### src/tcp_pkg.sv
// Package with register map, field layouts and mode encodings of the compare/PWM timer.
// Operation
// RULE1 - Unlocked compare writes apply at cycle end
// RULE2 - Locked compare writes stay buffered, inactive
// RULE3 - Lock release loads whole set at cycle end
// RULE4 - Enable and slope pick mode; output bits don't
// RULE5 - Normal mode counts BOTTOM to TOP, restarts
// RULE6 - Normal match toggles, clears or sets output
// RULE7 - Counter clears the cycle after TOP
// RULE8 - Normal overflow flag sets as counter zeroes
// RULE9 - Software may write counter any time
// RULE10 - Normal pins: 00 none, else true pin
// RULE11 - Fast PWM counts single slope to TOP
// RULE12 - Fast PWM clears/sets on match and BOTTOM
// RULE13 - Codes two, three, one: non-inv, inv, pair
// RULE14 - Fast PWM overflow flag sets at TOP
// RULE15 - TOP extremes give spike or constant level
// RULE16 - Fast PWM pins: 00 none, 01 both, else one
// RULE17 - Override needs nonzero mode and output direction
// RULE18 - Output mode change acts at next match
// RULE19 - Reset forces compare output state to zero
// RULE20 - Shadow storage keeps active compare values stable
package tcp_pkg;

    // ------------------------------------------------------------------
    // Register offsets
    // ------------------------------------------------------------------
    localparam logic [11:0] ADDR_CTRL    = 12'h000;
    localparam logic [11:0] ADDR_CMP_A   = 12'h004;
    localparam logic [11:0] ADDR_CMP_B   = 12'h008;
    localparam logic [11:0] ADDR_CMP_D   = 12'h00c;
    localparam logic [11:0] ADDR_TOP     = 12'h010;
    localparam logic [11:0] ADDR_COUNT   = 12'h014;
    localparam logic [11:0] ADDR_STATUS  = 12'h018;
    localparam logic [11:0] ADDR_PORT    = 12'h01c;

    // ------------------------------------------------------------------
    // Control, status and port register fields
    // ------------------------------------------------------------------
    localparam int CTRL_PWM_EN  = 0;
    localparam int CTRL_SLOPE   = 1;
    localparam int CTRL_LOCK    = 2;
    localparam int CTRL_COM_LSB = 4;   // Two bits per channel from here.
    localparam int STAT_OVF     = 0;
    localparam int PORT_DIR_LSB = 8;   // Port values in low bits, directions above.

    localparam int CNT_W  = 10;
    localparam int NCH    = 3;
    localparam logic [9:0] TOP_RESET = 10'h3ff;
    localparam logic [9:0] BOTTOM    = 10'h000;

    // Compare output mode codes.
    typedef enum logic [1:0] {
        TCP_COM_OFF  = 2'h0,
        TCP_COM_TGL  = 2'h1,
        TCP_COM_CLR  = 2'h2,
        TCP_COM_SET  = 2'h3
    } tcp_com_t;

endpackage

### src/tcp_wave.sv
// One waveform channel: match action, output state and pin routing.
`timescale 1ns/1ns
module tcp_wave (
    // Clock and reset
    input  wire logic        clock,
    input  wire logic        arst_n,
    // Mode and events
    input  wire logic        pwm_mode_enable,
    input  wire logic [1:0]  compare_output_mode,
    input  wire logic        match,
    input  wire logic        at_bottom,
    // Port fallback
    input  wire logic        port_true,
    input  wire logic        port_comp,
    input  wire logic        dir_true,
    input  wire logic        dir_comp,
    // Pins
    output logic             pin_true_o,
    output logic             pin_comp_o,
    output logic             pin_true_oe,
    output logic             pin_comp_oe
);
    logic waveform_output_q;
    logic waveform_output_d;
    logic compare_pin_q;
    logic [1:0] com;
    logic inverting;
    logic true_conn;
    logic comp_conn;

    // Mode bits are sampled live: the waveform takes a change at the next match (in fast PWM also at BOTTOM), the pin routing at once.
    assign com       = compare_output_mode;                                      // RULE18
    assign inverting = (com == tcp_pkg::TCP_COM_SET);

    // Waveform next state; a match on the same cycle as BOTTOM wins so compare=TOP gives a constant level.
    always_comb begin
        waveform_output_d = waveform_output_q;
        if (!pwm_mode_enable) begin
            if (match) begin
                unique case (com)
                    tcp_pkg::TCP_COM_TGL: waveform_output_d = ~waveform_output_q;  // RULE6
                    tcp_pkg::TCP_COM_CLR: waveform_output_d = 1'b0;                // RULE6
                    tcp_pkg::TCP_COM_SET: waveform_output_d = 1'b1;                // RULE6
                    default:              waveform_output_d = waveform_output_q;
                endcase
            end
        end else if (com != tcp_pkg::TCP_COM_OFF) begin
            if (at_bottom) begin
                waveform_output_d = ~inverting;                                  // RULE12 RULE13
            end
            if (match) begin
                waveform_output_d = inverting;                                   // RULE12 RULE15
            end
        end
    end

    // Pin connection per mode code.
    assign true_conn = (com != tcp_pkg::TCP_COM_OFF);                            // RULE10 RULE16
    assign comp_conn = pwm_mode_enable && (com == tcp_pkg::TCP_COM_TGL);         // RULE16 RULE13

    // Output stage delays the waveform two timer cycles, cleared by reset.
    always_ff @(posedge clock or negedge arst_n) begin
        if (!arst_n) begin
            waveform_output_q <= 1'b0;
            compare_pin_q     <= 1'b0;                                           // RULE19
            pin_true_o        <= 1'b0;
            pin_comp_o        <= 1'b0;
            pin_true_oe       <= 1'b0;
            pin_comp_oe       <= 1'b0;
        end else begin
            waveform_output_q <= waveform_output_d;
            compare_pin_q     <= waveform_output_q;
            pin_true_o        <= true_conn ? compare_pin_q : port_true;          // RULE17
            pin_comp_o        <= comp_conn ? ~compare_pin_q : port_comp;         // RULE17
            pin_true_oe       <= dir_true;                                       // RULE17
            pin_comp_oe       <= dir_comp;
        end
    end
endmodule

### src/tcp_count.sv
// Single-slope counter from BOTTOM to TOP with overflow event.
`timescale 1ns/1ns
module tcp_count #(
    parameter int W = 10
) (
    // Clock and reset
    input  wire logic          clock,
    input  wire logic          arst_n,
    // Configuration
    input  wire logic [W-1:0]  top_value,
    input  wire logic          load,
    input  wire logic [W-1:0]  load_value,
    // State
    output logic [W-1:0]       counter_value,
    output logic               at_top,
    output logic               wrap
);
    logic [W-1:0] cnt_q;

    assign counter_value = cnt_q;
    assign at_top = (cnt_q == top_value);
    assign wrap   = at_top && !load;

    // Count up, clear the cycle after TOP; software load wins at any time.
    always_ff @(posedge clock or negedge arst_n) begin
        if (!arst_n) begin
            cnt_q <= '0;
        end else if (load) begin
            cnt_q <= load_value;                                                 // RULE9
        end else if (at_top) begin
            cnt_q <= '0;                                                         // RULE7 RULE5 RULE11
        end else begin
            cnt_q <= W'(cnt_q + 1'b1);                                           // RULE5 RULE11
        end
    end
endmodule

### src/tcp_top.sv
// Top of the compare/PWM timer: APB registers, compare shadowing and channel wiring.
`timescale 1ns/1ns
module tcp_top #(
    parameter int W = 10
) (
    // Clock and reset
    input  wire logic          clock,
    input  wire logic          arst_n,
    // APB slave
    input  wire logic          psel,
    input  wire logic          penable,
    input  wire logic          pwrite,
    input  wire logic [11:0]   paddr,
    input  wire logic [31:0]   pwdata,
    output logic [31:0]        prdata,
    output logic               pready,
    output logic               pslverr,
    // Compare pins, three channels
    output logic [2:0]         pin_true_o,
    output logic [2:0]         pin_true_oe,
    output logic [2:0]         pin_comp_o,
    output logic [2:0]         pin_comp_oe
);
    localparam int NCH = tcp_pkg::NCH;

    // ------------------------------------------------------------------
    // Registers
    // ------------------------------------------------------------------
    logic [7:0]         ctrl_q;
    logic [7:0]         ctrl_hi_q;
    logic [15:0]        ctrl_w;
    logic [W-1:0]       cmp_buf_q [NCH];   // Software-visible buffer.
    logic [W-1:0]       cmp_act_q [NCH];   // Values driving matches.
    logic [W-1:0]       top_buf_q;
    logic [W-1:0]       top_act_q;
    logic               pending_q;
    logic               overflow_flag_q;
    logic [15:0]        port_q;
    logic               pwm_mode_enable;
    logic               lock;
    logic [W-1:0]       counter_value;
    logic               at_top;
    logic               wrap;
    logic               wr;
    logic               rd;
    logic               hit;
    logic               cnt_load;
    logic               ovf_set;
    logic               ovf_clr;
    logic               commit;
    logic [31:0]        rdata_d;

    assign pwm_mode_enable = ctrl_q[tcp_pkg::CTRL_PWM_EN] && !ctrl_q[tcp_pkg::CTRL_SLOPE];  // RULE4 RULE11
    assign lock            = ctrl_q[tcp_pkg::CTRL_LOCK];
    // Mode codes run past bit 7, so channel D takes its two bits from the high control byte.
    assign ctrl_w          = {ctrl_hi_q, ctrl_q};
    assign wr = psel && penable && pwrite;
    assign rd = psel && !pwrite;
    assign hit = (paddr == tcp_pkg::ADDR_CTRL) || (paddr == tcp_pkg::ADDR_CMP_A) ||
                 (paddr == tcp_pkg::ADDR_CMP_B) || (paddr == tcp_pkg::ADDR_CMP_D) ||
                 (paddr == tcp_pkg::ADDR_TOP)   || (paddr == tcp_pkg::ADDR_COUNT) ||
                 (paddr == tcp_pkg::ADDR_STATUS) || (paddr == tcp_pkg::ADDR_PORT);
    assign cnt_load = wr && (paddr == tcp_pkg::ADDR_COUNT);

    // Commit buffered values at cycle end unless locked; the pending flag stretches
    // a lock release until the running cycle finishes.
    assign commit = wrap && !lock && pending_q;                                  // RULE1 RULE2 RULE3

    // Overflow: in normal mode on the cycle the counter becomes zero, in fast PWM at TOP.
    assign ovf_set = pwm_mode_enable ? at_top : wrap;                            // RULE8 RULE14
    assign ovf_clr = wr && (paddr == tcp_pkg::ADDR_STATUS) && pwdata[tcp_pkg::STAT_OVF];

    // ------------------------------------------------------------------
    // Counter
    // ------------------------------------------------------------------
    tcp_count #(.W(W)) u_count (
        .clock         (clock),
        .arst_n        (arst_n),
        .top_value     (top_act_q),
        .load          (cnt_load),
        .load_value    (pwdata[W-1:0]),
        .counter_value (counter_value),
        .at_top        (at_top),
        .wrap          (wrap)
    );

    // ------------------------------------------------------------------
    // Channels
    // ------------------------------------------------------------------
    genvar g;
    generate
        for (g = 0; g < NCH; g++) begin : g_ch
            tcp_wave u_wave (
                .clock               (clock),
                .arst_n              (arst_n),
                .pwm_mode_enable     (pwm_mode_enable),
                .compare_output_mode (ctrl_w[tcp_pkg::CTRL_COM_LSB+2*g +: 2]),
                .match               (counter_value == cmp_act_q[g]),
                .at_bottom           (wrap),   // Edge on which the counter turns to BOTTOM.
                .port_true           (port_q[2*g]),
                .port_comp           (port_q[2*g+1]),
                .dir_true            (port_q[tcp_pkg::PORT_DIR_LSB+2*g]),
                .dir_comp            (port_q[tcp_pkg::PORT_DIR_LSB+2*g+1]),
                .pin_true_o          (pin_true_o[g]),
                .pin_comp_o          (pin_comp_o[g]),
                .pin_true_oe         (pin_true_oe[g]),
                .pin_comp_oe         (pin_comp_oe[g])
            );
        end
    endgenerate

    // ------------------------------------------------------------------
    // Register writes and shadow loads
    // ------------------------------------------------------------------
    always_ff @(posedge clock or negedge arst_n) begin
        if (!arst_n) begin
            ctrl_q          <= 8'h00;
            ctrl_hi_q       <= 8'h00;
            top_buf_q       <= tcp_pkg::TOP_RESET;
            top_act_q       <= tcp_pkg::TOP_RESET;
            pending_q       <= 1'b0;
            overflow_flag_q <= 1'b0;
            port_q          <= 16'h0000;
            for (int i = 0; i < NCH; i++) begin
                cmp_buf_q[i] <= '0;
                cmp_act_q[i] <= '0;
            end
        end else begin
            if (wr && paddr == tcp_pkg::ADDR_CTRL) begin
                ctrl_q    <= pwdata[7:0];
                ctrl_hi_q <= pwdata[15:8];
            end
            if (wr && paddr == tcp_pkg::ADDR_PORT) begin
                port_q <= pwdata[15:0];
            end
            if (wr && paddr == tcp_pkg::ADDR_TOP) begin
                top_buf_q <= pwdata[W-1:0];
            end
            for (int i = 0; i < NCH; i++) begin
                if (wr && paddr == tcp_pkg::ADDR_CMP_A + 12'(4 * i)) begin
                    cmp_buf_q[i] <= pwdata[W-1:0];                               // RULE20 RULE2
                end
                if (commit) begin
                    cmp_act_q[i] <= cmp_buf_q[i];                                // RULE3 RULE20
                end
            end
            if (commit) begin
                top_act_q <= top_buf_q;                                          // RULE1
            end
            // A write landing on the commit edge stays pending for the next cycle.
            if (wr && (paddr == tcp_pkg::ADDR_TOP || paddr == tcp_pkg::ADDR_CMP_A ||
                       paddr == tcp_pkg::ADDR_CMP_B || paddr == tcp_pkg::ADDR_CMP_D)) begin
                pending_q <= 1'b1;
            end else if (commit) begin
                pending_q <= 1'b0;
            end
            // Set wins over a simultaneous software clear.
            if (ovf_set) begin
                overflow_flag_q <= 1'b1;                                         // RULE8 RULE14
            end else if (ovf_clr) begin
                overflow_flag_q <= 1'b0;
            end
        end
    end

    // ------------------------------------------------------------------
    // Read mux and APB answer
    // ------------------------------------------------------------------
    always_comb begin
        rdata_d = 32'h0000_0000;
        unique case (paddr)
            tcp_pkg::ADDR_CTRL:   rdata_d = {16'h0000, ctrl_hi_q, ctrl_q};
            tcp_pkg::ADDR_CMP_A:  rdata_d = 32'(cmp_buf_q[0]);
            tcp_pkg::ADDR_CMP_B:  rdata_d = 32'(cmp_buf_q[1]);
            tcp_pkg::ADDR_CMP_D:  rdata_d = 32'(cmp_buf_q[2]);
            tcp_pkg::ADDR_TOP:    rdata_d = 32'(top_buf_q);
            tcp_pkg::ADDR_COUNT:  rdata_d = 32'(counter_value);
            tcp_pkg::ADDR_STATUS: rdata_d = {31'h0000_0000, overflow_flag_q};
            tcp_pkg::ADDR_PORT:   rdata_d = {16'h0000, port_q};
            default:              rdata_d = 32'h0000_0000;
        endcase
    end

    // Answer in the access cycle: pready rises one edge after setup.
    always_ff @(posedge clock or negedge arst_n) begin
        if (!arst_n) begin
            pready  <= 1'b0;
            pslverr <= 1'b0;
            prdata  <= 32'h0000_0000;
        end else begin
            pready  <= psel && !penable;
            pslverr <= psel && !penable && !hit;
            if (rd && !penable) begin
                prdata <= rdata_d;
            end
        end
    end
endmodule

### config.mk
export PLATFORM = sky130hd
export DESIGN_NAME = tcp_top
export DESIGN_NICKNAME = d
export VERILOG_FILES = /design/src/tcp_pkg.sv /design/src/tcp_wave.sv /design/src/tcp_count.sv /design/src/tcp_top.sv
export SDC_FILE = /design/constraint.sdc
export NUM_CORES = 1
export LEC_CHECK = 0
export ABC_AREA = 1
export BUFFER_PORTS_ARGS = -buffer_cell sky130_fd_sc_hd__buf_2
export CORE_ASPECT_RATIO = 2
export CORE_MARGIN = 2
export CORE_UTILIZATION = 50
export DETAILED_ROUTE_END_ITERATION = 8
export GPL_ROUTABILITY_DRIVEN = 1
export HOLD_SLACK_MARGIN = 0.03
export PLACE_DENSITY_LB_ADDON = 0.15
export SLEW_MARGIN = 20
export SYNTH_ARGS = -nofsm -noshare
export SYNTH_HDL_FRONTEND = slang
export SYNTH_SLANG_ARGS = --single-unit
### constraint.sdc
create_clock -name clock -period 2.4 [get_ports clock]
set_clock_uncertainty 0.2 [all_clocks]
set_input_delay 0.12 -clock clock [delete_from_list [all_inputs] [get_ports clock]]
set_output_delay 0.12 -clock clock [all_outputs]
set_load 0.1 [all_outputs]
==> results.py <==
metrics = {
    "die": {
        "pin_count": 95,
        "rows": 65,
        "fp.dieW_um": 92.95,
        "die_y_um": 181.9,
        "core_area_um2": 15620,
        "start_util_pct": 50.67,
        "die-area_um2": 16910,
    },
    "detailed_routing": {
        "dr_wl_met3_um": 787,
        "wl_met2_mm": 10.64,
        "top_layer": "met4",
        "num_vias": 6627,
        "drtPass1Iterations": 5,
        "drt-met1-wl_mm": 8.375,
        "routed_wl_mm": 20.96,
        "wl_per_cell_um": 16.40,
        "antenna_left": 0,
        "drc": 0,
        "post_drt_via_cell_ratio": 5.185,
        "drt-initial-drc-count": 448,
    },
    "timing": {
        "setup_viol": 0,
        "timing.final.crit_period_ns": 2.314,
        "worst_slew_pin_slew_ns": 0.5940,
        "hold_viol_final": 0,
        "whs_ns": 0.03393,
        "setup_slack_ns": 0.08647,
        "drv_slew": 0,
        "setup_tns_ns": 0,
        "fmax_mhz": 432.2,
        "grt_setup_unrepaired": "no",
        "slew_headroom_pct": 60.40,
        "finalCritPeriodShare_pct": 96.40,
    },
    "flow_run": {
        "drv_cap": 0,
    },
    "yosys": {
        "synth_compound_area_share_pct": 13.33,
        "syn_inst": 975,
        "synth_fa_ha_area_share_pct": 0.1581,
        "synth_top_family_by_area": "simple AND/OR/NAND/NOR gates",
        "synth_seq_area_share_pct": 50.92,
        "synth_xor_area_share_pct": 1.882,
        "synth_area_um2": 7913,
        "synthMuxAreaShare_pct": 0,
        "syn_area_per_cell_um2": 8.115,
        "synth.distinct_cells": 36,
        "yosys.area_share.simple_pct": 23.13,
        "synth_seq_cells": 160,
        "yosysWarnings": 0,
    },
    "power_and_ir_drop": {
        "p_leak_nw": 4.503,
        "p_int_w": 0.004380,
        "switching_share_pct": 25.40,
        "power_density_nw_per_um2": 633.6,
        "switchingPower_w": 0.001491,
        "ir_worst_vdd_mv": 0.4713,
        "pwr-share-clk_pct": 48.0,
        "combPwrFrac_pct": 5.8,
        "pwr-share-seq_pct": 46.2,
    },
    "global_routing": {
        "grt_overflow": 0,
        "grt_pass1_wl_mm": 33.56,
        "grt_pass1_vias": 6600,
        "antenna_found_initial": 0,
        "gr-usage-all-layers_pct": 25.92,
        "grt_max_degree": 56,
    },
    "worst_setup_path": {
        "endpoint": "prdata[4]$_DFFE_PN0P_",
        "end_kind": "flop",
        "r2r_cells": 12,
        "reg2reg_slack_ns": 0.27,
        "r2r-start": "u_count.counter_value[9]$_DFF_PN0_",
        "start_kind": "input port",
        "required_ns": 2.56,
        "crit_start": "paddr[7]",
        "r2r-end": "cmp_act_q[23]$_DFFE_PN0P_",
        "cp_max_fo": 10,
        "cp.arrival_ns": 2.47,
        "crit_type": "input port to flop",
    },
    "clock_network": {
        "cts_setup_buffers": 0,
        "cts_max_level": 4,
        "cts_tree": "done",
        "cts.sinks": 160,
        "clkSlewWorstSetupHoldPaths_ns": 0.07,
        "clockRootBuffer": "clkbuf_16",
        "numCtsBuffers": 17,
        "cts_max_path_buffers": 2,
        "clock_latency_ns": 0.43,
    },
    "placed_design": {
        "dp_hpwl_mm": 14.72,
        "port_buffers": 62,
        "place.gp.congestion": 0.8819,
        "place_area_um2": 8394,
        "dp_slack_ns": 0.2218,
    },
    "final_layout": {
        "layout_commonest_cell": "nand2_1",
        "fin_area_um2": 9266,
        "fin_util_pct": 59.34,
        "layout_common_cells": "nand2_1 (295), dfrtp_1 (140), inv_1 (97)",
        "nets": 1114,
        "antenna_cells": 0,
        "area_growth_pct": 17.11,
        "layout-drive-gt1-share_pct": 19.03,
    },
    "status": {
        "run_status": "finished clean",
    },
    "hold_path": {
        "hold_class": "input port to asynchronous set/reset pin",
    },
}
through the flow:
| stage | total power (W) | cells |
|---|---|---|
| final | 0.005871 | 1278 |
| after global routing | 0.006030 | 1278 |
| after CTS | 0.005906 | 1277 |
| after detailed placement | 0.003074 | 1220 |
| after global placement | 0.003070 | 1220 |
| after floorplan | 0.002963 | 990 |
layer usage:
layer / GRT usage (%) / up-vias
met5: 0 / -
met4: 14.29 / 0
met3: 3.361 / 51
met2: 43.51 / 206
met1: 31.97 / 3134
li1: - / 3236
sequential cells by signal (all words and copies together) (netlist names):
signal                         cells
cmp_act_q                         30
g_ch.u_wave.pin_true_o             3
cmp_buf_q                         30
pslverr                            1
overflow_flag_q                    1
ctrl_hi_q                          8
port_q                            16
g_ch.u_wave.pin_true_oe            3
prdata                            16
g_ch.u_wave.pin_comp_o             3
g_ch.u_wave.waveform_output_q      3
u_count.counter_value             10
top_buf_q                         10
pending_q                          1
g_ch.u_wave.pin_comp_oe            3
ctrl_q                             8
pready                             1
top_act_q                         10
g_ch.u_wave.compare_pin_q          3
logic make-up (layout without fill, tap and decap cells):
kind of cell | Yosys count | count (layout)
fa+ha+maj | 1 | 1
buf+inv | 176 | 263
flops | 160 | 160
compound gates | 178 | 178
other cells | 1 | 16
xor+xnor | 17 | 17
simple gates | 442 | 442
layout make-up:
type,instances,area [um2]
clock buffer,18,439.2
sequential,160,4029
timing repair buffer,119,847.1
clock inverter,14,165.2
multi-input combinational,654,3114
tap,201,251.5
inverter,112,420.4
fill,1428,6349
power groups by stage:
stage                     sequential, W  clock, W  combinational (W)
after global placement          0.00276         0           0.000308
after global routing            0.00271   0.00295           0.000368
after CTS                       0.00271   0.00285           0.000342
final                           0.00271   0.00282           0.000341
after floorplan                 0.00277         0           0.000189
after detailed placement        0.00276         0           0.000312
how the worst min path moves through the flow:
stage	slack, ns	to	from	cells after the start
after global routing	0.07	cmp_act_q[7]$_DFFE_PN0P_	arst_n	2
after floorplan	-0.38	cmp_act_q[0]$_DFFE_PN0P_	arst_n	0
after global placement	-0.07	cmp_act_q[7]$_DFFE_PN0P_	arst_n	1
after CTS	0.03	pslverr$_DFF_PN0_	paddr[3]	6
after detailed placement	-0.07	cmp_act_q[7]$_DFFE_PN0P_	arst_n	1
final	0.03	cmp_act_q[6]$_DFFE_PN0P_	arst_n	2
synth_stat cells (all sizes together):
| cell | number | area [um2] |
|---|---|---|
| nand2 | 296 | 1119 |
| o21ai | 142 | 823.3 |
| dfrtp | 140 | 3503 |
| inv | 111 | 416.7 |
| nor2 | 74 | 315.3 |
| nand3 | 53 | 270.3 |
| buf | 46 | 345.3 |
| dfstp | 20 | 525.5 |
| clkbuf | 18 | 67.56 |
| o22ai | 16 | 100.1 |
| nand4 | 9 | 56.30 |
| xnor2 | 9 | 78.83 |
| a21oi | 8 | 40.04 |
| xor2 | 8 | 70.07 |
| a21o | 6 | 45.04 |
| or2 | 6 | 37.54 |
| o31ai | 4 | 30.03 |
| nor3 | 3 | 26.28 |
| a22oi | 1 | 7.510 |
| and2 | 1 | 6.260 |
| clkinv | 1 | 3.750 |
| conb | 1 | 3.750 |
| ha | 1 | 12.51 |
| o41ai | 1 | 8.760 |
timing repair:
item,4_1_cts,5_1_grt
endpoints found under the hold margin,232,1
setup endpoints to repair,0,1
hold buffers,25,2
gates resized for setup,0,1
critical path, cell delays in order:
cell	delay, ns
dlygate4sd3_1	0.53
buf_2	0.13
nor2_1	0.15
nand2_1	0.19
nor2_1	0.14
nand2_1	0.30
o21ai_0	0.56
nor2_1	0.10
nand2_1	0.09
nand2_1	0.09
nand2_1	0.08
Power figures use the tool's default switching activity.
